<file path="config.mk">
export PLATFORM = sky130hd
export DESIGN_NAME = sma_max_addr_sec
export DESIGN_NICKNAME = d
export VERILOG_FILES = /design/src/design/sma_max_addr_sec.v /design/src/design/sma_irq_bit.v /design/src/design/sma_attempt_ctr.v
export VERILOG_INCLUDE_DIRS = /design/src /design/src/design
export SDC_FILE = /design/constraint.sdc
export NUM_CORES = 1
export LEC_CHECK = 0
export BUFFER_PORTS_ARGS = -buffer_cell sky130_fd_sc_hd__buf_2
export CAP_MARGIN = 20
export CORE_MARGIN = 3
export CORE_UTILIZATION = 50
export CTS_CLUSTER_DIAMETER = 150
export DETAILED_ROUTE_END_ITERATION = 10
export PLACE_DENSITY_LB_ADDON = 0.15
export SYNTH_ARGS = -nofsm -noshare
export SYNTH_HDL_FRONTEND = slang
export SYNTH_SLANG_ARGS = --single-unit
</file>
<file path="constraint.sdc">
create_clock -name pclk -period 3.64 [get_ports pclk]
set_input_delay 0.728 -clock pclk [delete_from_list [all_inputs] [get_ports pclk]]
set_output_delay 0.728 -clock pclk [all_outputs]
set_load 0.02 [all_outputs]
</file>
<file path="src/design/sma_consts.vh">
`ifndef SMA_CONSTS_VH
`define SMA_CONSTS_VH

// ------------------------------------------------------------
// Register byte offsets
// ------------------------------------------------------------
`define SMA_OFS_COMMAND    8'h00
`define SMA_OFS_FEATURE    8'h04
`define SMA_OFS_DATA       8'h08
`define SMA_OFS_ERROR      8'h0c
`define SMA_OFS_STATUS     8'h10
`define SMA_OFS_SEC_STATE  8'h14
`define SMA_OFS_INT_STS    8'h18
`define SMA_OFS_INT_MASK   8'h1c

// ------------------------------------------------------------
// Command and feature codes
// ------------------------------------------------------------
`define SMA_CMD_SET_MAX     8'hf9
`define SMA_CMD_READ_NATIVE 8'hf8
`define SMA_FEAT_SET_PW     8'h01
`define SMA_FEAT_LOCK       8'h02
`define SMA_FEAT_UNLOCK     8'h03
`define SMA_FEAT_FREEZE     8'h04

// ------------------------------------------------------------
// Field positions
// ------------------------------------------------------------
`define SMA_ERR_ABORTED_BIT 2
`define SMA_STS_BUSY_BIT    7
`define SMA_STS_READY_BIT   6
`define SMA_STS_FAULT_BIT   5
`define SMA_STS_DRQ_BIT     3
`define SMA_STS_ERR_BIT     0
`define SMA_INT_DONE_BIT    0
`define SMA_INT_ABORT_BIT   1
`define SMA_INT_DRQ_BIT     2
`define SMA_INT_BITS        3

// ------------------------------------------------------------
// Reset values and counts
// ------------------------------------------------------------
`define SMA_FEATURE_RST     8'h00
`define SMA_INT_MASK_RST    3'h0
`define SMA_ATTEMPTS_INIT   3'h5
`define SMA_SECTOR_WORDS    256
`define SMA_PW_FIRST_WORD   8'h01
`define SMA_PW_LAST_WORD    8'h10
`define SMA_PW_WORDS        16

`endif

</file>
<file path="src/design/sma_max_addr_sec.v">
// The APB slave port and the address map were decided locally.
`timescale 1ns/1ps
`default_nettype none
`include "sma_consts.vh"

// Operation
// - Set-max code right after read-native-max is a plain address set
// - Otherwise the feature value selects the security sub-command
// - Set-password requests one sector and the host supplies it
// - Password kept until reset; set-password only when unlocked
// - Lock enters locked state; only unlock and freeze then accepted
// - Locked state holds until reset, unlock or freeze
// - Unlock takes one sector and compares its password field
// - Unlock mismatch aborts and decrements the attempt counter
// - Attempt counter starts at five, one less per mismatch
// - Counter at zero rejects all unlock until reset
// - Unlock match returns to unlocked, all commands accepted again
// - Freeze enters frozen; address, password, lock, unlock then rejected
// - Plain address set aborted while locked or frozen
module sma_max_addr_sec #(
  parameter SECTOR_WORDS = `SMA_SECTOR_WORDS,
  parameter ATTEMPTS     = `SMA_ATTEMPTS_INIT
) (
  input  wire        pclk,
  input  wire        presetn,
  input  wire        psel,
  input  wire        penable,
  input  wire        pwrite,
  input  wire [7:0]  paddr,
  input  wire [31:0] pwdata,
  output reg  [31:0] prdata_q,
  output reg         pready_q,
  output reg         pslverr_q,
  output reg         irq_q,
  output reg         max_addr_set_q
);

  // ------------------------------------------------------------
  // States
  // ------------------------------------------------------------
  localparam [2:0] ST_UNLK = 3'b001;
  localparam [2:0] ST_LOCK = 3'b010;
  localparam [2:0] ST_FRZ  = 3'b100;
  localparam [1:0] CF_IDLE = 2'b01;
  localparam [1:0] CF_XFER = 2'b10;
  localparam [31:0] LAST_FULL = SECTOR_WORDS - 1;
  localparam [7:0]  LAST_WORD = LAST_FULL[7:0];

  // ------------------------------------------------------------
  // Declarations
  // ------------------------------------------------------------
  reg  [2:0]  lock_q;
  reg  [2:0]  lock_d;
  reg  [1:0]  cfsm_q;
  reg         sub_unlock_q;
  reg  [7:0]  widx_q;
  reg         mism_q;
  reg         native_q;
  reg         abort_q;
  reg         drq_q;
  reg         ev_done_q;
  reg         ev_abort_q;
  reg         ev_drq_q;
  reg         dec_q;
  reg  [7:0]  feature_q;
  reg  [2:0]  int_mask_q;
  reg  [15:0] pw_mem [0:`SMA_PW_WORDS-1];
  reg         rej_d;
  reg         xfer_d;
  reg         max_set_d;
  reg  [31:0] rd_d;
  reg         err_d;
  wire        acc;
  wire        wr_done;
  wire        cmd_wr;
  wire        data_wr;
  wire        in_pw;
  wire [3:0]  pw_idx;
  wire        word_mis;
  wire        last_word;
  wire [2:0]  attempts;
  wire        att_zero;
  wire [2:0]  int_sts;
  wire [2:0]  int_set;
  wire [7:0]  cmd_code;
  integer     i;

  // ------------------------------------------------------------
  // APB slave
  // ------------------------------------------------------------
  assign acc      = psel & penable & ~pready_q;
  assign wr_done  = psel & penable & pready_q & pwrite & ~pslverr_q;
  assign cmd_wr   = wr_done && (paddr == `SMA_OFS_COMMAND);
  assign data_wr  = wr_done && (paddr == `SMA_OFS_DATA);
  assign cmd_code = pwdata[7:0];

  always @* begin
    err_d = 1'b0;
    case (paddr)
      `SMA_OFS_COMMAND:   err_d = pwrite & (cfsm_q != CF_IDLE);
      `SMA_OFS_DATA:      err_d = pwrite & (cfsm_q != CF_XFER);
      `SMA_OFS_FEATURE:   err_d = 1'b0;
      `SMA_OFS_INT_STS:   err_d = 1'b0;
      `SMA_OFS_INT_MASK:  err_d = 1'b0;
      `SMA_OFS_ERROR:     err_d = pwrite;
      `SMA_OFS_STATUS:    err_d = pwrite;
      `SMA_OFS_SEC_STATE: err_d = pwrite;
      default:            err_d = 1'b1;
    endcase
  end

  always @* begin
    rd_d = 32'h0000_0000;
    case (paddr)
      `SMA_OFS_FEATURE:   rd_d[7:0] = feature_q;
      `SMA_OFS_ERROR:     rd_d[`SMA_ERR_ABORTED_BIT] = abort_q;
      `SMA_OFS_STATUS: begin
        rd_d[`SMA_STS_BUSY_BIT]  = 1'b0;
        rd_d[`SMA_STS_READY_BIT] = 1'b1;
        rd_d[`SMA_STS_FAULT_BIT] = 1'b0;
        rd_d[`SMA_STS_DRQ_BIT]   = drq_q;
        rd_d[`SMA_STS_ERR_BIT]   = abort_q;
      end
      `SMA_OFS_SEC_STATE: rd_d[6:0] = {attempts, 1'b0, lock_q};
      `SMA_OFS_INT_STS:   rd_d[2:0] = int_sts;
      `SMA_OFS_INT_MASK:  rd_d[2:0] = int_mask_q;
      default:            rd_d = 32'h0000_0000;
    endcase
  end

  always @(posedge pclk or negedge presetn) begin
    if (!presetn) begin
      pready_q  <= 1'b0;
      pslverr_q <= 1'b0;
      prdata_q  <= 32'h0000_0000;
    end else begin
      pready_q <= acc;
      if (acc) begin
        pslverr_q <= err_d;
        prdata_q  <= (pwrite | err_d) ? 32'h0000_0000 : rd_d;
      end else begin
        pslverr_q <= 1'b0;
      end
    end
  end

  // ------------------------------------------------------------
  // Software controlled registers
  // ------------------------------------------------------------
  always @(posedge pclk or negedge presetn) begin
    if (!presetn) begin
      feature_q  <= `SMA_FEATURE_RST;
      int_mask_q <= `SMA_INT_MASK_RST;
    end else if (wr_done) begin
      if (paddr == `SMA_OFS_FEATURE) begin
        feature_q <= pwdata[7:0];
      end
      if (paddr == `SMA_OFS_INT_MASK) begin
        int_mask_q <= pwdata[2:0];
      end
    end
  end

  // ------------------------------------------------------------
  // Command decode
  // ------------------------------------------------------------
  always @* begin
    rej_d     = 1'b0;
    xfer_d    = 1'b0;
    max_set_d = 1'b0;
    lock_d    = lock_q;
    if (cmd_code == `SMA_CMD_SET_MAX) begin
      if (native_q) begin
        if (lock_q != ST_UNLK) begin
          rej_d = 1'b1;
        end else begin
          max_set_d = 1'b1;
        end
      end else begin
        case (feature_q)
          `SMA_FEAT_SET_PW: begin
            if (lock_q != ST_UNLK) begin
              rej_d = 1'b1;
            end else begin
              xfer_d = 1'b1;
            end
          end
          `SMA_FEAT_LOCK: begin
            if (lock_q != ST_UNLK) begin
              rej_d = 1'b1;
            end else begin
              lock_d = ST_LOCK;
            end
          end
          `SMA_FEAT_UNLOCK: begin
            if ((lock_q == ST_FRZ) || att_zero) begin
              rej_d = 1'b1;
            end else begin
              xfer_d = 1'b1;
            end
          end
          `SMA_FEAT_FREEZE: begin
            lock_d = ST_FRZ;
          end
          default: begin
            rej_d = 1'b1;
          end
        endcase
      end
    end
  end

  // ------------------------------------------------------------
  // Sector transfer
  // ------------------------------------------------------------
  assign in_pw = (widx_q >= `SMA_PW_FIRST_WORD) &&
                 (widx_q <= `SMA_PW_LAST_WORD);
  assign pw_idx    = widx_q[3:0] - 4'h1;
  assign word_mis  = in_pw && (pwdata[15:0] != pw_mem[pw_idx]);
  assign last_word = (widx_q == LAST_WORD);

  // Password kept until reset or the next set-password sector
  always @(posedge pclk or negedge presetn) begin
    if (!presetn) begin
      for (i = 0; i < `SMA_PW_WORDS; i = i + 1) begin
        pw_mem[i] <= 16'h0000;
      end
    end else if (data_wr && !sub_unlock_q && in_pw) begin
      pw_mem[pw_idx] <= pwdata[15:0];
    end
  end

  // ------------------------------------------------------------
  // Command sequencer and lock state
  // ------------------------------------------------------------
  always @(posedge pclk or negedge presetn) begin
    if (!presetn) begin
      lock_q         <= ST_UNLK;
      cfsm_q         <= CF_IDLE;
      sub_unlock_q   <= 1'b0;
      widx_q         <= 8'h00;
      mism_q         <= 1'b0;
      native_q       <= 1'b0;
      abort_q        <= 1'b0;
      drq_q          <= 1'b0;
      ev_done_q      <= 1'b0;
      ev_abort_q     <= 1'b0;
      ev_drq_q       <= 1'b0;
      dec_q          <= 1'b0;
      max_addr_set_q <= 1'b0;
    end else begin
      ev_done_q      <= 1'b0;
      ev_abort_q     <= 1'b0;
      ev_drq_q       <= 1'b0;
      dec_q          <= 1'b0;
      max_addr_set_q <= 1'b0;
      case (cfsm_q)
        CF_IDLE: begin
          if (cmd_wr) begin
            native_q <= (cmd_code == `SMA_CMD_READ_NATIVE);
            abort_q  <= rej_d;
            lock_q   <= rej_d ? lock_q : lock_d;
            max_addr_set_q <= max_set_d;
            if (xfer_d) begin
              cfsm_q       <= CF_XFER;
              drq_q        <= 1'b1;
              ev_drq_q     <= 1'b1;
              widx_q       <= 8'h00;
              mism_q       <= 1'b0;
              sub_unlock_q <= (feature_q == `SMA_FEAT_UNLOCK);
            end else begin
              ev_done_q  <= 1'b1;
              ev_abort_q <= rej_d;
            end
          end
        end
        CF_XFER: begin
          if (data_wr) begin
            widx_q <= widx_q + 8'h01;
            mism_q <= mism_q | word_mis;
            if (last_word) begin
              cfsm_q    <= CF_IDLE;
              drq_q     <= 1'b0;
              ev_done_q <= 1'b1;
              if (sub_unlock_q) begin
                if (mism_q | word_mis) begin
                  abort_q    <= 1'b1;
                  ev_abort_q <= 1'b1;
                  dec_q      <= 1'b1;
                end else begin
                  lock_q <= ST_UNLK;
                end
              end
            end
          end
        end
        default: begin
          cfsm_q <= CF_IDLE;
          drq_q  <= 1'b0;
        end
      endcase
    end
  end

  // ------------------------------------------------------------
  // Attempt counter
  // ------------------------------------------------------------
  sma_attempt_ctr #(
    .WIDTH (3),
    .INIT  (ATTEMPTS[2:0])
  ) u_attempts (
    .pclk    (pclk),
    .presetn (presetn),
    .dec     (dec_q),
    .cnt_q   (attempts),
    .zero    (att_zero)
  );

  // ------------------------------------------------------------
  // Interrupts
  // ------------------------------------------------------------
  assign int_set = {ev_drq_q, ev_abort_q, ev_done_q};

  genvar g;
  generate
    for (g = 0; g < `SMA_INT_BITS; g = g + 1) begin : g_int
      sma_irq_bit u_bit (
        .pclk    (pclk),
        .presetn (presetn),
        .set     (int_set[g]),
        .clr     (wr_done && (paddr == `SMA_OFS_INT_STS) && pwdata[g]),
        .sts_q   (int_sts[g])
      );
    end
  endgenerate

  always @(posedge pclk or negedge presetn) begin
    if (!presetn) begin
      irq_q <= 1'b0;
    end else begin
      irq_q <= |(int_sts & int_mask_q);
    end
  end

endmodule // sma_max_addr_sec

`default_nettype wire

</file>
<file path="src/design/sma_irq_bit.v">
`timescale 1ns/1ps
`default_nettype none

// ------------------------------------------------------------
// Sticky event bit, cleared by writing a one
// ------------------------------------------------------------
module sma_irq_bit (
  input  wire pclk,
  input  wire presetn,
  input  wire set,
  input  wire clr,
  output reg  sts_q
);

  // Set wins over a clear in the same cycle
  always @(posedge pclk or negedge presetn) begin
    if (!presetn) begin
      sts_q <= 1'b0;
    end else if (set) begin
      sts_q <= 1'b1;
    end else if (clr) begin
      sts_q <= 1'b0;
    end
  end

endmodule // sma_irq_bit

`default_nettype wire

</file>
<file path="src/design/sma_attempt_ctr.v">
`timescale 1ns/1ps
`default_nettype none
`include "sma_consts.vh"

// ------------------------------------------------------------
// Unlock attempt down counter, stops at zero
// ------------------------------------------------------------
module sma_attempt_ctr #(
  parameter       WIDTH = 3,
  parameter [2:0] INIT  = `SMA_ATTEMPTS_INIT
) (
  input  wire             pclk,
  input  wire             presetn,
  input  wire             dec,
  output reg  [WIDTH-1:0] cnt_q,
  output wire             zero
);

  assign zero = (cnt_q == {WIDTH{1'b0}});

  always @(posedge pclk or negedge presetn) begin
    if (!presetn) begin
      cnt_q <= INIT;
    end else if (dec && !zero) begin
      cnt_q <= cnt_q - {{(WIDTH-1){1'b0}}, 1'b1};
    end
  end

endmodule // sma_attempt_ctr

`default_nettype wire

</file>
==> metrics.json, run 1 <==
{
  "detailed_routing": {
    "detail-route-antenna-nets": 0,
    "drt-initial-drc-count": 461,
    "via_count": 8800,
    "drtPass1Iterations": 5,
    "drt_drc_violations_left": 0,
    "wl_per_cell_um": 22.4,
    "avgViaCountPerCell": 5.79,
    "detail_route.wirelength_um": 34100
  },
  "synthesis": {
    "synth_ff_type": "sky130_fd_sc_hd__dfrtp_1",
    "asyncSetResetFlopFracSynth_pct": 100,
    "postSynthCellCount": 1064,
    "syn_area_sq_um": 15300,
    "post_synth_num_cell_types": 62,
    "postSynthRegisterBits": 306,
    "syn-mean-instance-area_sq_um": 14.4,
    "synth-edff-count": 0,
    "ys_seq_area_share_pct": 50.1,
    "yosys_warnings": 0
  },
  "sta": {
    "totalNegativeSetupSlack_ns": 0,
    "max_freq_mhz": 298,
    "final-setup-viol-count": 0,
    "rsz0062_at_grt": "no",
    "final_period_minus_worst_setup_slack_ns": 3.35,
    "fin_ws_ns": 0.286,
    "slew_violations": 0,
    "worst_pin_slew_ns": 0.699,
    "worst_slew_margin_rel_pct": 53.4,
    "skew_ns": 0.0141,
    "finalCritPeriodShare_pct": 92.2,
    "final_hold_viol_count": 0
  },
  "worst_hold_path": {
    "min-delay-path-class": "in2async"
  },
  "finish": {
    "mostFrequentLayoutCell": "sky130_fd_sc_hd__dfrtp_1",
    "fraction_of_layout_cells_with_a_size_suffix_above_1_pct": 45.1,
    "num-nets-final": 1163,
    "most-common-layout-cells": "sky130_fd_sc_hd__dfrtp_1, sky130_fd_sc_hd__mux2_2, sky130_fd_sc_hd__mux2_4",
    "antenna-diode-count": 0,
    "layoutNonFillerInstCount": 1521,
    "layout-area-overhead-vs-synth_pct": 11.7
  },
  "worst_setup_path": {
    "cp.buffers_inverters": 3,
    "crit_path_cell_trace": "clkinv_1 > ha_4 > buf_12 > mux4_2 > a22oi_1 > a31o_2 > nand4_1 > nor4_1 > buf_4 > a31oi_1 > nor3_2 > o22ai_1",
    "critical_path.reg2reg.startpoint": "widx_q[0]",
    "cp_data_arrival_time_ns": 3.73,
    "worst-path-max-fanout": 19,
    "endpoint_kind": "flop",
    "register_to_register_path_depth": 12,
    "path_class": "reg2reg",
    "critical-path-slowest-cell": "sky130_fd_sc_hd__dfrtp_4",
    "cpPeakStageDelay_ns": 0.43,
    "regToRegSetupSlack_ns": 0.29,
    "reg_to_reg_endpoint": "lock_q[1]",
    "worstPathRequired_ns": 4.01,
    "critPathTopFamily": "compound AO/OA/AOI/OAI gates",
    "worst_setup_path_start_kind": "flop"
  },
  "pwr": {
    "leak_pwr_nw": 8.40,
    "peakVddDrop_mv": 0.293,
    "total_power_mw": 7.12,
    "power.density_nw_per_um2": 417
  },
  "cts": {
    "clock_latency_ns": 0.51,
    "clock_buffers_created_by_tritoncts": 35,
    "htree_levels": 2,
    "cts-root-buf": "sky130_fd_sc_hd__clkbuf_16",
    "tritoncts_num_sinks": 306,
    "clk_transition_reported_paths_ns": 0.06,
    "cts_tree": "built",
    "cts-hold-fix-buffers": 0,
    "cts_setup_buffers": 0,
    "clockBufferDepth": 3
  },
  "global_routing": {
    "grtUsageTotal_pct": 21.3,
    "grt_pass1_wl_um": 55100,
    "grt_start_max_net_pins": 84,
    "antenna_found_initial": 0,
    "number_of_global_route_vias_before_repair": 9222,
    "globalRouteOverflowTotal": 0
  },
  "place": {
    "place.port_buffers": 40,
    "place_inst": 1460,
    "place_worst_setup_slack_ns": 0.162,
    "globalplace.congestion": 0.834,
    "place_hpwl_um": 21500
  },
  "outcome": {
    "status": "complete, no violations"
  },
  "floorplan": {
    "io-pin-count": 81,
    "row_count": 63,
    "floorplan.die.height_um": 181,
    "dieWidth_um": 181,
    "initial_utilization_pct": 51.2,
    "placeableCoreArea_sq_um": 29900,
    "die-area_sq_um": 32700
  },
  "flow_run": {
    "drv_cap": 0
  }
}
## where the power goes
| part | internal, mW | leakage (nW) | total (mW) | switching [mW] |
|---|---|---|---|---|
| clock | 2.13 | 0.549 | 3.49 | 1.36 |
| combinational | 0.0434 | 3.62 | 0.220 | 0.177 |
| sequential | 3.40 | 4.24 | 3.41 | 0.00140 |
## worst max-delay path by stage
stage                             to  cells after the start      start
final                      lock_q[1]                     12  widx_q[0]
after global routing       lock_q[2]                     13  widx_q[0]
after CTS                 ev_abort_q                     12  widx_q[0]
after detailed placement       dec_q                     12  widx_q[0]
after global placement         dec_q                     12  widx_q[0]
after floorplan            lock_q[1]                     15  widx_q[0]
## Yosys cell counts (3+ instances only)
master                     count  area [sq um]
sky130_fd_sc_hd__a31oi_1       5          31.3
sky130_fd_sc_hd__nor2b_1       3          18.8
sky130_fd_sc_hd__mux4_2       65          1460
sky130_fd_sc_hd__nand3_1       9          45.0
sky130_fd_sc_hd__a22oi_1      12          90.1
sky130_fd_sc_hd__buf_4        30           225
sky130_fd_sc_hd__nor4_1        5          31.3
sky130_fd_sc_hd__ha_1         11           138
sky130_fd_sc_hd__a21o_1        4          30.0
sky130_fd_sc_hd__nand3_4      10           175
sky130_fd_sc_hd__mux2_4      100          1500
sky130_fd_sc_hd__mux2i_1      18           180
sky130_fd_sc_hd__nand4_1      15          93.8
sky130_fd_sc_hd__clkbuf_1     37           139
sky130_fd_sc_hd__buf_1         6          22.5
sky130_fd_sc_hd__xor2_1       10          87.6
sky130_fd_sc_hd__a31o_2        9          78.8
sky130_fd_sc_hd__nand2b_1      4          25.0
sky130_fd_sc_hd__a21oi_1      18          90.1
sky130_fd_sc_hd__mux2_2      167          1880
sky130_fd_sc_hd__dfstp_2       4           105
sky130_fd_sc_hd__nand3_2       7          70.1
sky130_fd_sc_hd__nand2_1      54           203
sky130_fd_sc_hd__buf_6        10           113
sky130_fd_sc_hd__or3_1         4          25.0
sky130_fd_sc_hd__nor3_1       11          55.1
sky130_fd_sc_hd__dfrtp_1     302          7560
sky130_fd_sc_hd__or4_1         3          22.5
sky130_fd_sc_hd__o21ai_0      17          85.1
sky130_fd_sc_hd__o31ai_1       4          30.0
sky130_fd_sc_hd__xnor2_1      13           114
sky130_fd_sc_hd__buf_2        18          90.1
sky130_fd_sc_hd__nor3_2        3          30.0
sky130_fd_sc_hd__inv_1        20          75.1
sky130_fd_sc_hd__nor2_1       23          86.3
## per-layer routing
metal | global-route usage (%) | share of wire [%] | up-vias
met2 | 33.5 | 47 | 159
met1 | 31.7 | 48 | 4637
met5 | 0 | 0 | -
met3 | 3.00 | 3.2 | 53
met4 | 5.31 | 2.2 | 0
li1 | - | - | 3951
## cells by family (layout without fill, tap and decap cells)
group	count (synthesis)	after routing	share of synthesized area [%]
multiplexers	350	350	32.9
flip-flops	306	306	50.1
AND/OR/NAND/NOR	162	162	6.40
buffers and inverters	124	168	4.52
AO/OA/AOI/OAI	86	86	3.77
XOR/XNOR	24	24	1.42
adder cells (fa/ha/maj)	11	11	0.900
other	1	24	0.0245
## cell type report
cell class,count,area [sq um]
inverter,22,82.6
timing repair buffer,85,648
clock buffer,54,1050
multi-input combinational,657,7050
tap,390,488
sequential,306,7670
clock inverter,7,96.3
fill,2368,12800
## flip-flops by register name, summed over array words and instances, names as in the netlist, 2 cells and up
register,cells
pw_mem,256
feature_q,8
prdata_q,8
widx_q,8
g_int.u_bit.sts_q,3
int_mask_q,3
lock_q,3
u_attempts.cnt_q,3
cfsm_q,2
## stage by stage
step | hold WS [ns] | util (%) | area [sq um]
CTS | 0.245 | 57.1 | 17100
finish | 0.216 | 57.2 | 17100
global placement | 0.410 | 53.3 | 15900
global route | 0.263 | 57.2 | 17100
detailed placement | 0.421 | 53.3 | 15900
floorplan | 0.404 | - | 15400
## repair_timing
action                                 4_1_cts  5_1_grt
gates resized for setup                      0        2
endpoints found under the hold margin        0        0
setup endpoints to repair                    0        4
Note: power is estimated with default switching activity, not from simulation.
==> inputs of run 2 (changes only) <==
CELL_PAD_IN_SITES_DETAIL_PLACEMENT = 1   (was unset)
CELL_PAD_IN_SITES_GLOBAL_PLACEMENT = 2   (was unset)
CORE_UTILIZATION = 40   (was 50)
REMOVE_ABC_BUFFERS = 1   (was unset)
==> run 2 against run 1 <==
- setup slack got worse by 0.047 ns
- clock skew decreased by 0.0027 ns
- sequential cell count unchanged
- non-clock buffer count increased by 2
- design area increased by 1.2%
- via count increased by 0.70%
- global-route usage decreased by 2.4 points
==> metrics.json, run 2 (synthesis gave the netlist of run 1 again) <==
{
  "outcome": {
    "status": "complete, no violations"
  },
  "worst_setup_path": {
    "timing.critical_path.mode_cell": "sky130_fd_sc_hd__buf_12",
    "endpoint_kind": "flop",
    "worst_setup_path_start_kind": "flop",
    "worstPathRequired": {"value": 4.03, "unit": "ns", "change": "+0.02 ns"},
    "cpPeakStageDelay": {"value": 0.43, "unit": "ns", "change": "about the same"},
    "cp_data_arrival_time": {"value": 3.79, "unit": "ns", "change": "+0.06 ns"},
    "cp.buffers_inverters": {"value": 4, "change": "+1"},
    "worst-path-max-fanout": {"value": 17, "change": "-2"},
    "path_class": "reg2reg",
    "crit_path_cell_trace": "clkinv_1 > ha_2 > buf_12 > buf_12 > mux4_2 > a22oi_2 > a31o_2 > nand4_1 > nor4_2 > buf_4 > a31oi_1 > nor3_2 > o22ai_1",
    "critical-path-slowest-cell": "sky130_fd_sc_hd__dfrtp_4",
    "critPathTopFamily": "simple AND/OR/NAND/NOR gates"
  },
  "pwr": {
    "peakVddDrop": {"value": 0.267, "unit": "mV", "change": "-8.7%"},
    "total_power": {"value": 7.10, "unit": "mW", "change": "-0.18%"},
    "power.density": {"value": 411, "unit": "nW/um^2", "change": "-1.4%"},
    "leak_pwr": {"value": 8.44, "unit": "nW", "change": "+0.47%"}
  },
  "sta": {
    "rsz0062_at_grt": "no",
    "final_period_minus_worst_setup_slack": {"value": 3.40, "unit": "ns", "change": "+0.0468 ns"},
    "max_freq": {"value": 294, "unit": "MHz", "change": "-1.4%"},
    "slew_violations": {"value": 0, "change": "unchanged"},
    "finalCritPeriodShare": {"value": 93.4, "unit": "%", "change": "+1.3 points"},
    "worst_pin_slew": {"value": 0.806, "unit": "ns", "change": "+0.107 ns"},
    "skew": {"value": 0.0114, "unit": "ns", "change": "-0.00266 ns"},
    "final_hold_viol_count": {"value": 0, "change": "unchanged"},
    "final-setup-viol-count": {"value": 0, "change": "unchanged"},
    "totalNegativeSetupSlack": {"value": 0, "unit": "ns", "change": "unchanged"},
    "worst_slew_margin_rel": {"value": 46.2, "unit": "%", "change": "-7.1 points"},
    "hold_slack": {"value": 0.224, "unit": "ns", "change": "+0.00787 ns"}
  },
  "finish": {
    "num-nets-final": {"value": 1166, "change": "+0.26%"},
    "finish.instance_area": {"value": 17300, "unit": "sq um", "change": "+1.2%"},
    "antenna-diode-count": {"value": 0, "change": "unchanged"},
    "layout.core_utilization": {"value": 46.6, "unit": "%", "change": "-11 points"},
    "final.fill_count": {"value": 3723, "change": "+57%"},
    "registers.top_by_ff_count": "pw_mem",
    "layout-area-overhead-vs-synth_pct": 13.1,
    "mostFrequentLayoutCell": "sky130_fd_sc_hd__dfrtp_1",
    "most-common-layout-cells": "sky130_fd_sc_hd__dfrtp_1, sky130_fd_sc_hd__mux2_2, sky130_fd_sc_hd__mux2_4",
    "fraction_of_layout_cells_with_a_size_suffix_above_1": {"value": 45.6, "unit": "%", "change": "+0.51 points"},
    "flip_flop_count_of_the_largest_register_after_layout": {"value": 256, "change": "unchanged"}
  },
  "place": {
    "place_hpwl": {"value": 24300, "unit": "um", "change": "+13%"},
    "placedInstanceArea": {"value": 16200, "unit": "sq um", "change": "+1.5%"},
    "globalplace.congestion": {"value": 0.747, "change": "-10%"},
    "place.port_buffers": {"value": 40, "change": "unchanged"}
  },
  "floorplan": {
    "die-area": {"value": 40600, "unit": "sq um", "change": "+24%"},
    "floorplan.die.height": {"value": 202, "unit": "um", "change": "+11%"},
    "initial_utilization": {"value": 41.2, "unit": "%", "change": "-10 points"},
    "placeableCoreArea": {"value": 37100, "unit": "sq um", "change": "+24%"},
    "row_count": {"value": 70, "change": "+11%"},
    "io-pin-count": {"value": 81, "change": "unchanged"},
    "dieWidth": {"value": 202, "unit": "um", "change": "+11%"}
  },
  "cts": {
    "clk_transition_reported_paths": {"value": 0.06, "unit": "ns", "change": "about the same"},
    "tritoncts_num_sinks": {"value": 306, "change": "unchanged"},
    "clock_buffers_created_by_tritoncts": {"value": 36, "change": "+2.9%"},
    "htree_levels": {"value": 2, "change": "unchanged"},
    "clockBufferDepth": {"value": 3, "change": "unchanged"},
    "cts_tree": "built",
    "cts_setup_buffers": {"value": 0, "change": "unchanged"},
    "post_cts_resized": {"value": 0, "change": "unchanged"},
    "clock_latency": {"value": 0.52, "unit": "ns", "change": "about the same"},
    "cts-root-buf": "sky130_fd_sc_hd__clkbuf_16",
    "cts-hold-fix-buffers": {"value": 0, "change": "unchanged"}
  },
  "detailed_routing": {
    "drtPass1Iterations": {"value": 4, "change": "-1"},
    "wl_per_cell": {"value": 23.3, "unit": "um", "change": "+4.0%"},
    "avgViaCountPerCell": {"value": 5.40, "change": "-6.6%"},
    "via_count": {"value": 8862, "change": "+0.70%"},
    "detail_route.wirelength": {"value": 38200, "unit": "um", "change": "+12%"},
    "drt-initial-drc-count": {"value": 389, "change": "-16%"},
    "detail-route-antenna-nets": {"value": 0, "change": "unchanged"},
    "drt_drc_violations_left": {"value": 0, "change": "unchanged"}
  },
  "flow_run": {
    "drv_cap": {"value": 0, "change": "unchanged"}
  },
  "global_routing": {
    "grt_pass1_wl": {"value": 59900, "unit": "um", "change": "+8.9%"},
    "number_of_global_route_vias_before_repair": {"value": 9633, "change": "+4.5%"},
    "grtUsageTotal": {"value": 18.9, "unit": "%", "change": "-2.4 points"},
    "antenna_found_initial": {"value": 0, "change": "unchanged"},
    "grt_start_max_net_pins": {"value": 94, "change": "+12%"},
    "globalRouteOverflowTotal": {"value": 0, "change": "unchanged"}
  },
  "worst_hold_path": {
    "min-delay-path-class": "in2async"
  }
}
==> run 2: changes by cell type in the layout (fill, tap and decap cells not counted), moves of 2 or more <==
| cell | delta |
|---|---|
| sky130_fd_sc_hd__clkinvlp_4 | -3 |
| sky130_fd_sc_hd__buf_12 | +6 |
| sky130_fd_sc_hd__a22oi_1 | -2 |
| sky130_fd_sc_hd__a22oi_2 | +2 |
| sky130_fd_sc_hd__buf_4 | -4 |
| sky130_fd_sc_hd__clkinv_2 | +7 |
==> run 2: area by class of cell <==
class,count,area (sq um),area share [%]
inverters,22,82.6,0.477
repair buffers,87,738,4.27
clock buffers,53,1020,5.93
clock inverters,11,95.1,0.550
multi-input cells,657,7060,40.8
flip-flops and latches,306,7670,44.3
well taps,504,631,3.65
==> run 2: power by group <==
part	total (mW)	switching (mW)	internal [mW]
clock	3.47	1.44	2.03
sequential	3.41	0.00137	3.40
combinational	0.230	0.183	0.0470
total	7.10	1.62	5.48
==> run 2: layer usage <==
metal	vias to the layer above	wire [um]	share of wire, %	GRT usage, %
met1	4751	17800	47	26.6
met5	-	0	0	0
met3	41	1270	3.3	2.77
li1	3957	-	-	-
met2	113	18600	49	31.6
met4	0	609	1.6	3.84
==> run 2: worst reg2reg max path, delay by kind of cell, from the launching register on <==
kind,cells,cell delay (ns)
AOI/OAI and AO/OA,4,0.63
DFF,1,0.43
muxes,1,0.35
and+or+nand+nor,3,0.76
adders and majority gates,1,0.40
buffers and inverters,4,0.70
==> run 2: worst paths after layout <==
| check | from | endpoint | cells after the start | slack, ns |
|---|---|---|---|---|
| min in group pclk | ev_drq_q | g_int[2].u_bit.sts_q | 1 | 0.42 |
| min | presetn | prdata_q[2] | 1 | 0.22 |
| max reg2reg | widx_q[0] | lock_q[1] | 13 | 0.24 |
| max | widx_q[0] | lock_q[1] | 13 | 0.24 |
| min reg2reg | ev_drq_q | g_int[2].u_bit.sts_q | 1 | 0.42 |
| max in group asynchronous | presetn | widx_q[0] | 2 | 2.47 |
==> run 2: per-stage QoR <==
stage          setup WS, ns  cells
6_report              0.239   1640
5_1_grt              0.0757   1640
4_1_cts              0.0123   1640
3_5_place_dp         0.0490   1576
3_3_place_gp         0.0458   1576
2_1_floorplan         -3.51    985
==> inputs of run 3 (changes only) <==
CORE_UTILIZATION = 48   (was 40)
clock period = 4 ns   (was 3.64 ns; I/O delays follow)
==> run 3 against run 2 <==
- wire length is 2.7% lower
- sequential share of layout area is 0.66 points higher
- clock power is 8.9% lower
- combinational power is 10% lower
- worst hold slack better by 0.12 ns
- final cell count is 6.9% lower
- clock-buffer cell count is 2 lower
- non-clock buffer count is 3 lower
- first-iteration DRC count is 0.51% lower
- global-route usage is 3.6 points higher
- design area is 1.5% lower
- largest cell class unchanged
==> metrics.json, run 3 (synthesis gave the netlist of run 1 again) <==
{
  "sta": {
    "worst_slew_margin_rel": {"value": 37.4, "unit": "%", "change": "-8.8 points"},
    "finalCritPeriodShare": {"value": 91.7, "unit": "%", "change": "-1.8 points"},
    "totalNegativeSetupSlack": {"value": 0, "unit": "ns", "change": "unchanged"},
    "slew_violations": {"value": 0, "change": "unchanged"},
    "rsz0062_at_grt": "no",
    "max_freq": {"value": 273, "unit": "MHz", "change": "-7.3%"},
    "final-setup-viol-count": {"value": 0, "change": "unchanged"},
    "final_period_minus_worst_setup_slack": {"value": 3.67, "unit": "ns", "change": "+0.266 ns"},
    "final_hold_viol_count": {"value": 0, "change": "unchanged"},
    "worst_pin_slew": {"value": 0.939, "unit": "ns", "change": "+0.132 ns"},
    "skew": {"value": 0.0276, "unit": "ns", "change": "+0.0162 ns"}
  },
  "floorplan": {
    "die-area": {"value": 34000, "unit": "sq um", "change": "-16%"},
    "placeableCoreArea": {"value": 31000, "unit": "sq um", "change": "-17%"},
    "floorplan.die.height": {"value": 185, "unit": "um", "change": "-8.5%"},
    "initial_utilization": {"value": 49.4, "unit": "%", "change": "+8.2 points"},
    "row_count": {"value": 64, "change": "-8.6%"},
    "dieWidth": {"value": 185, "unit": "um", "change": "-8.5%"},
    "io-pin-count": {"value": 81, "change": "unchanged"}
  },
  "pwr": {
    "power.density": {"value": 380, "unit": "nW/um^2", "change": "-7.5%"},
    "leak_pwr": {"value": 8.40, "unit": "nW", "change": "-0.46%"},
    "peakVddDrop": {"value": 0.322, "unit": "mV", "change": "+20%"}
  },
  "cts": {
    "clockBufferDepth": {"value": 3, "change": "unchanged"},
    "cts-hold-fix-buffers": {"value": 0, "change": "unchanged"},
    "clock_latency": {"value": 0.53, "unit": "ns", "change": "about the same"},
    "cts_tree": "built",
    "htree_levels": {"value": 2, "change": "unchanged"},
    "cts_setup_buffers": {"value": 0, "change": "unchanged"},
    "tritoncts_num_sinks": {"value": 306, "change": "unchanged"},
    "clk_transition_reported_paths": {"value": 0.06, "unit": "ns", "change": "about the same"},
    "post_cts_resized": {"value": 0, "change": "unchanged"},
    "clock_buffers_created_by_tritoncts": {"value": 35, "change": "-2.8%"},
    "cts-root-buf": "sky130_fd_sc_hd__clkbuf_16"
  },
  "finish": {
    "most-common-layout-cells": "sky130_fd_sc_hd__dfrtp_1, sky130_fd_sc_hd__mux2_2, sky130_fd_sc_hd__mux2_4",
    "layout-area-overhead-vs-synth_pct": 11.4,
    "num-nets-final": {"value": 1162, "change": "-0.34%"},
    "registers.top_by_ff_count": "pw_mem",
    "layoutNonFillerInstCount": {"value": 1527, "change": "-6.9%"},
    "mostFrequentLayoutCell": "sky130_fd_sc_hd__dfrtp_1",
    "finish.instance_area": {"value": 17000, "unit": "sq um", "change": "-1.5%"},
    "final.fill_count": {"value": 3014, "change": "-19%"},
    "flip_flop_count_of_the_largest_register_after_layout": {"value": 256, "change": "unchanged"},
    "fraction_of_layout_cells_with_a_size_suffix_above_1": {"value": 45.6, "unit": "%", "change": "about the same"},
    "antenna-diode-count": {"value": 0, "change": "unchanged"}
  },
  "worst_hold_path": {
    "min-delay-path-class": "in2async"
  },
  "worst_setup_path": {
    "worst-path-max-fanout": {"value": 19, "change": "+2"},
    "worst_setup_path_start_kind": "flop",
    "cp_data_arrival_time": {"value": 4.04, "unit": "ns", "change": "+0.25 ns"},
    "register_to_register_path_depth": {"value": 12, "change": "-1"},
    "crit_path_cell_trace": "clkinv_1 > ha_2 > buf_4 > mux4_2 > a22oi_1 > a31o_2 > nand4_1 > nor4_1 > buf_4 > a31oi_1 > nor3_2 > o22ai_1",
    "critical_path.reg2reg.startpoint": "widx_q[0]",
    "timing.critical_path.mode_cell": "sky130_fd_sc_hd__buf_4",
    "cpPeakStageDelay": {"value": 0.54, "unit": "ns", "change": "+0.11 ns"},
    "path_class": "reg2reg",
    "reg_to_reg_endpoint": "lock_q[1]",
    "worstPathRequired": {"value": 4.37, "unit": "ns", "change": "+0.34 ns"},
    "endpoint_kind": "flop",
    "critical-path-slowest-cell": "sky130_fd_sc_hd__dfrtp_4",
    "critPathTopFamily": "compound AO/OA/AOI/OAI gates",
    "regToRegSetupSlack": {"value": 0.33, "unit": "ns", "change": "+0.09 ns"},
    "cp.buffers_inverters": {"value": 3, "change": "-1"}
  },
  "place": {
    "globalplace.congestion": {"value": 0.775, "change": "+3.8%"},
    "place_hpwl": {"value": 23200, "unit": "um", "change": "-4.7%"},
    "place.port_buffers": {"value": 40, "change": "unchanged"},
    "placedInstanceArea": {"value": 15900, "unit": "sq um", "change": "-1.7%"},
    "place_inst": {"value": 1465, "change": "-7.0%"}
  },
  "detailed_routing": {
    "detail_route.wirelength": {"value": 37200, "unit": "um", "change": "-2.7%"},
    "detail-route-antenna-nets": {"value": 0, "change": "unchanged"},
    "drt-initial-drc-count": {"value": 387, "change": "-0.51%"},
    "wl_per_cell": {"value": 24.4, "unit": "um", "change": "+4.6%"},
    "drtPass1Iterations": {"value": 4, "change": "unchanged"},
    "drt_drc_violations_left": {"value": 0, "change": "unchanged"},
    "avgViaCountPerCell": {"value": 5.80, "change": "+7.3%"},
    "via_count": {"value": 8851, "change": "-0.12%"}
  },
  "global_routing": {
    "antenna_found_initial": {"value": 1, "change": "+1"},
    "grtUsageTotal": {"value": 22.6, "unit": "%", "change": "+3.6 points"},
    "grt_start_max_net_pins": {"value": 114, "change": "+21%"},
    "globalRouteOverflowTotal": {"value": 0, "change": "unchanged"},
    "grt_pass1_wl": {"value": 59000, "unit": "um", "change": "-1.5%"},
    "number_of_global_route_vias_before_repair": {"value": 9731, "change": "+1.0%"}
  },
  "flow_run": {
    "drv_cap": {"value": 0, "change": "unchanged"}
  },
  "outcome": {
    "status": "complete, no violations"
  }
}
run 3: worst register-to-register path: stages, from the launching register on:
cell                       delay (ns)
sky130_fd_sc_hd__dfrtp_4         0.54
sky130_fd_sc_hd__clkinv_1        0.20
sky130_fd_sc_hd__ha_2            0.43
sky130_fd_sc_hd__buf_4           0.34
sky130_fd_sc_hd__mux4_2          0.36
sky130_fd_sc_hd__a22oi_1         0.29
sky130_fd_sc_hd__a31o_2          0.20
sky130_fd_sc_hd__nand4_1         0.17
sky130_fd_sc_hd__nor4_1          0.22
sky130_fd_sc_hd__buf_4           0.19
sky130_fd_sc_hd__a31oi_1         0.14
sky130_fd_sc_hd__nor3_2          0.32
sky130_fd_sc_hd__o22ai_1         0.13
run 3: per-layer routing:
metal  vias up  share of wire [%]  track usage, %
met5         -                  0               0
met4         0                1.7            4.75
met3        49                3.7            2.84
met2       132                 49            37.4
met1      4732                 46            32.3
li1       3938                  -               -
run 3: layout make-up:
class / instances / area [sq um] / share of cell area [%]
well taps: 396 / 495 / 2.91
inverters: 22 / 82.6 / 0.485
repair buffers: 84 / 603 / 3.54
flip-flops and latches: 306 / 7670 / 45.0
multi-input cells: 657 / 7040 / 41.3
clock buffers: 51 / 1050 / 6.14
clock inverters: 11 / 105 / 0.617
run 3: report_power, final:
group / internal [mW] / total [mW] / leakage (nW) / switching, mW
Clock: 1.89 / 3.16 / 0.572 / 1.28
Combinational: 0.0413 / 0.207 / 3.59 / 0.166
Sequential: 3.10 / 3.10 / 4.24 / 0.00142
run 3: worst max path at each step:
stage	start	endpoint	slack, ns	cells after the start
finish	widx_q[0]	lock_q[1]	0.33	12
detailed placement	paddr[1]	pw_mem[202]	0.25	9
global placement	paddr[1]	pw_mem[204]	0.27	9
global route	widx_q[0]	lock_q[1]	0.15	12
floorplan	widx_q[0]	lock_q[1]	-3.15	11
CTS	widx_q[0]	lock_q[1]	0.33	12
run 3: stage by stage:
stage,total power [mW],hold slack (ns),util (%),worst slack (ns)
final,6.47,0.345,55.0,0.333
after CTS,6.56,0.417,55.0,0.331
after global placement,3.37,0.409,51.3,0.274
after floorplan,3.20,0.404,-,-3.15
after global routing,6.72,0.415,55.0,0.154
after detailed placement,3.37,0.413,51.3,0.253
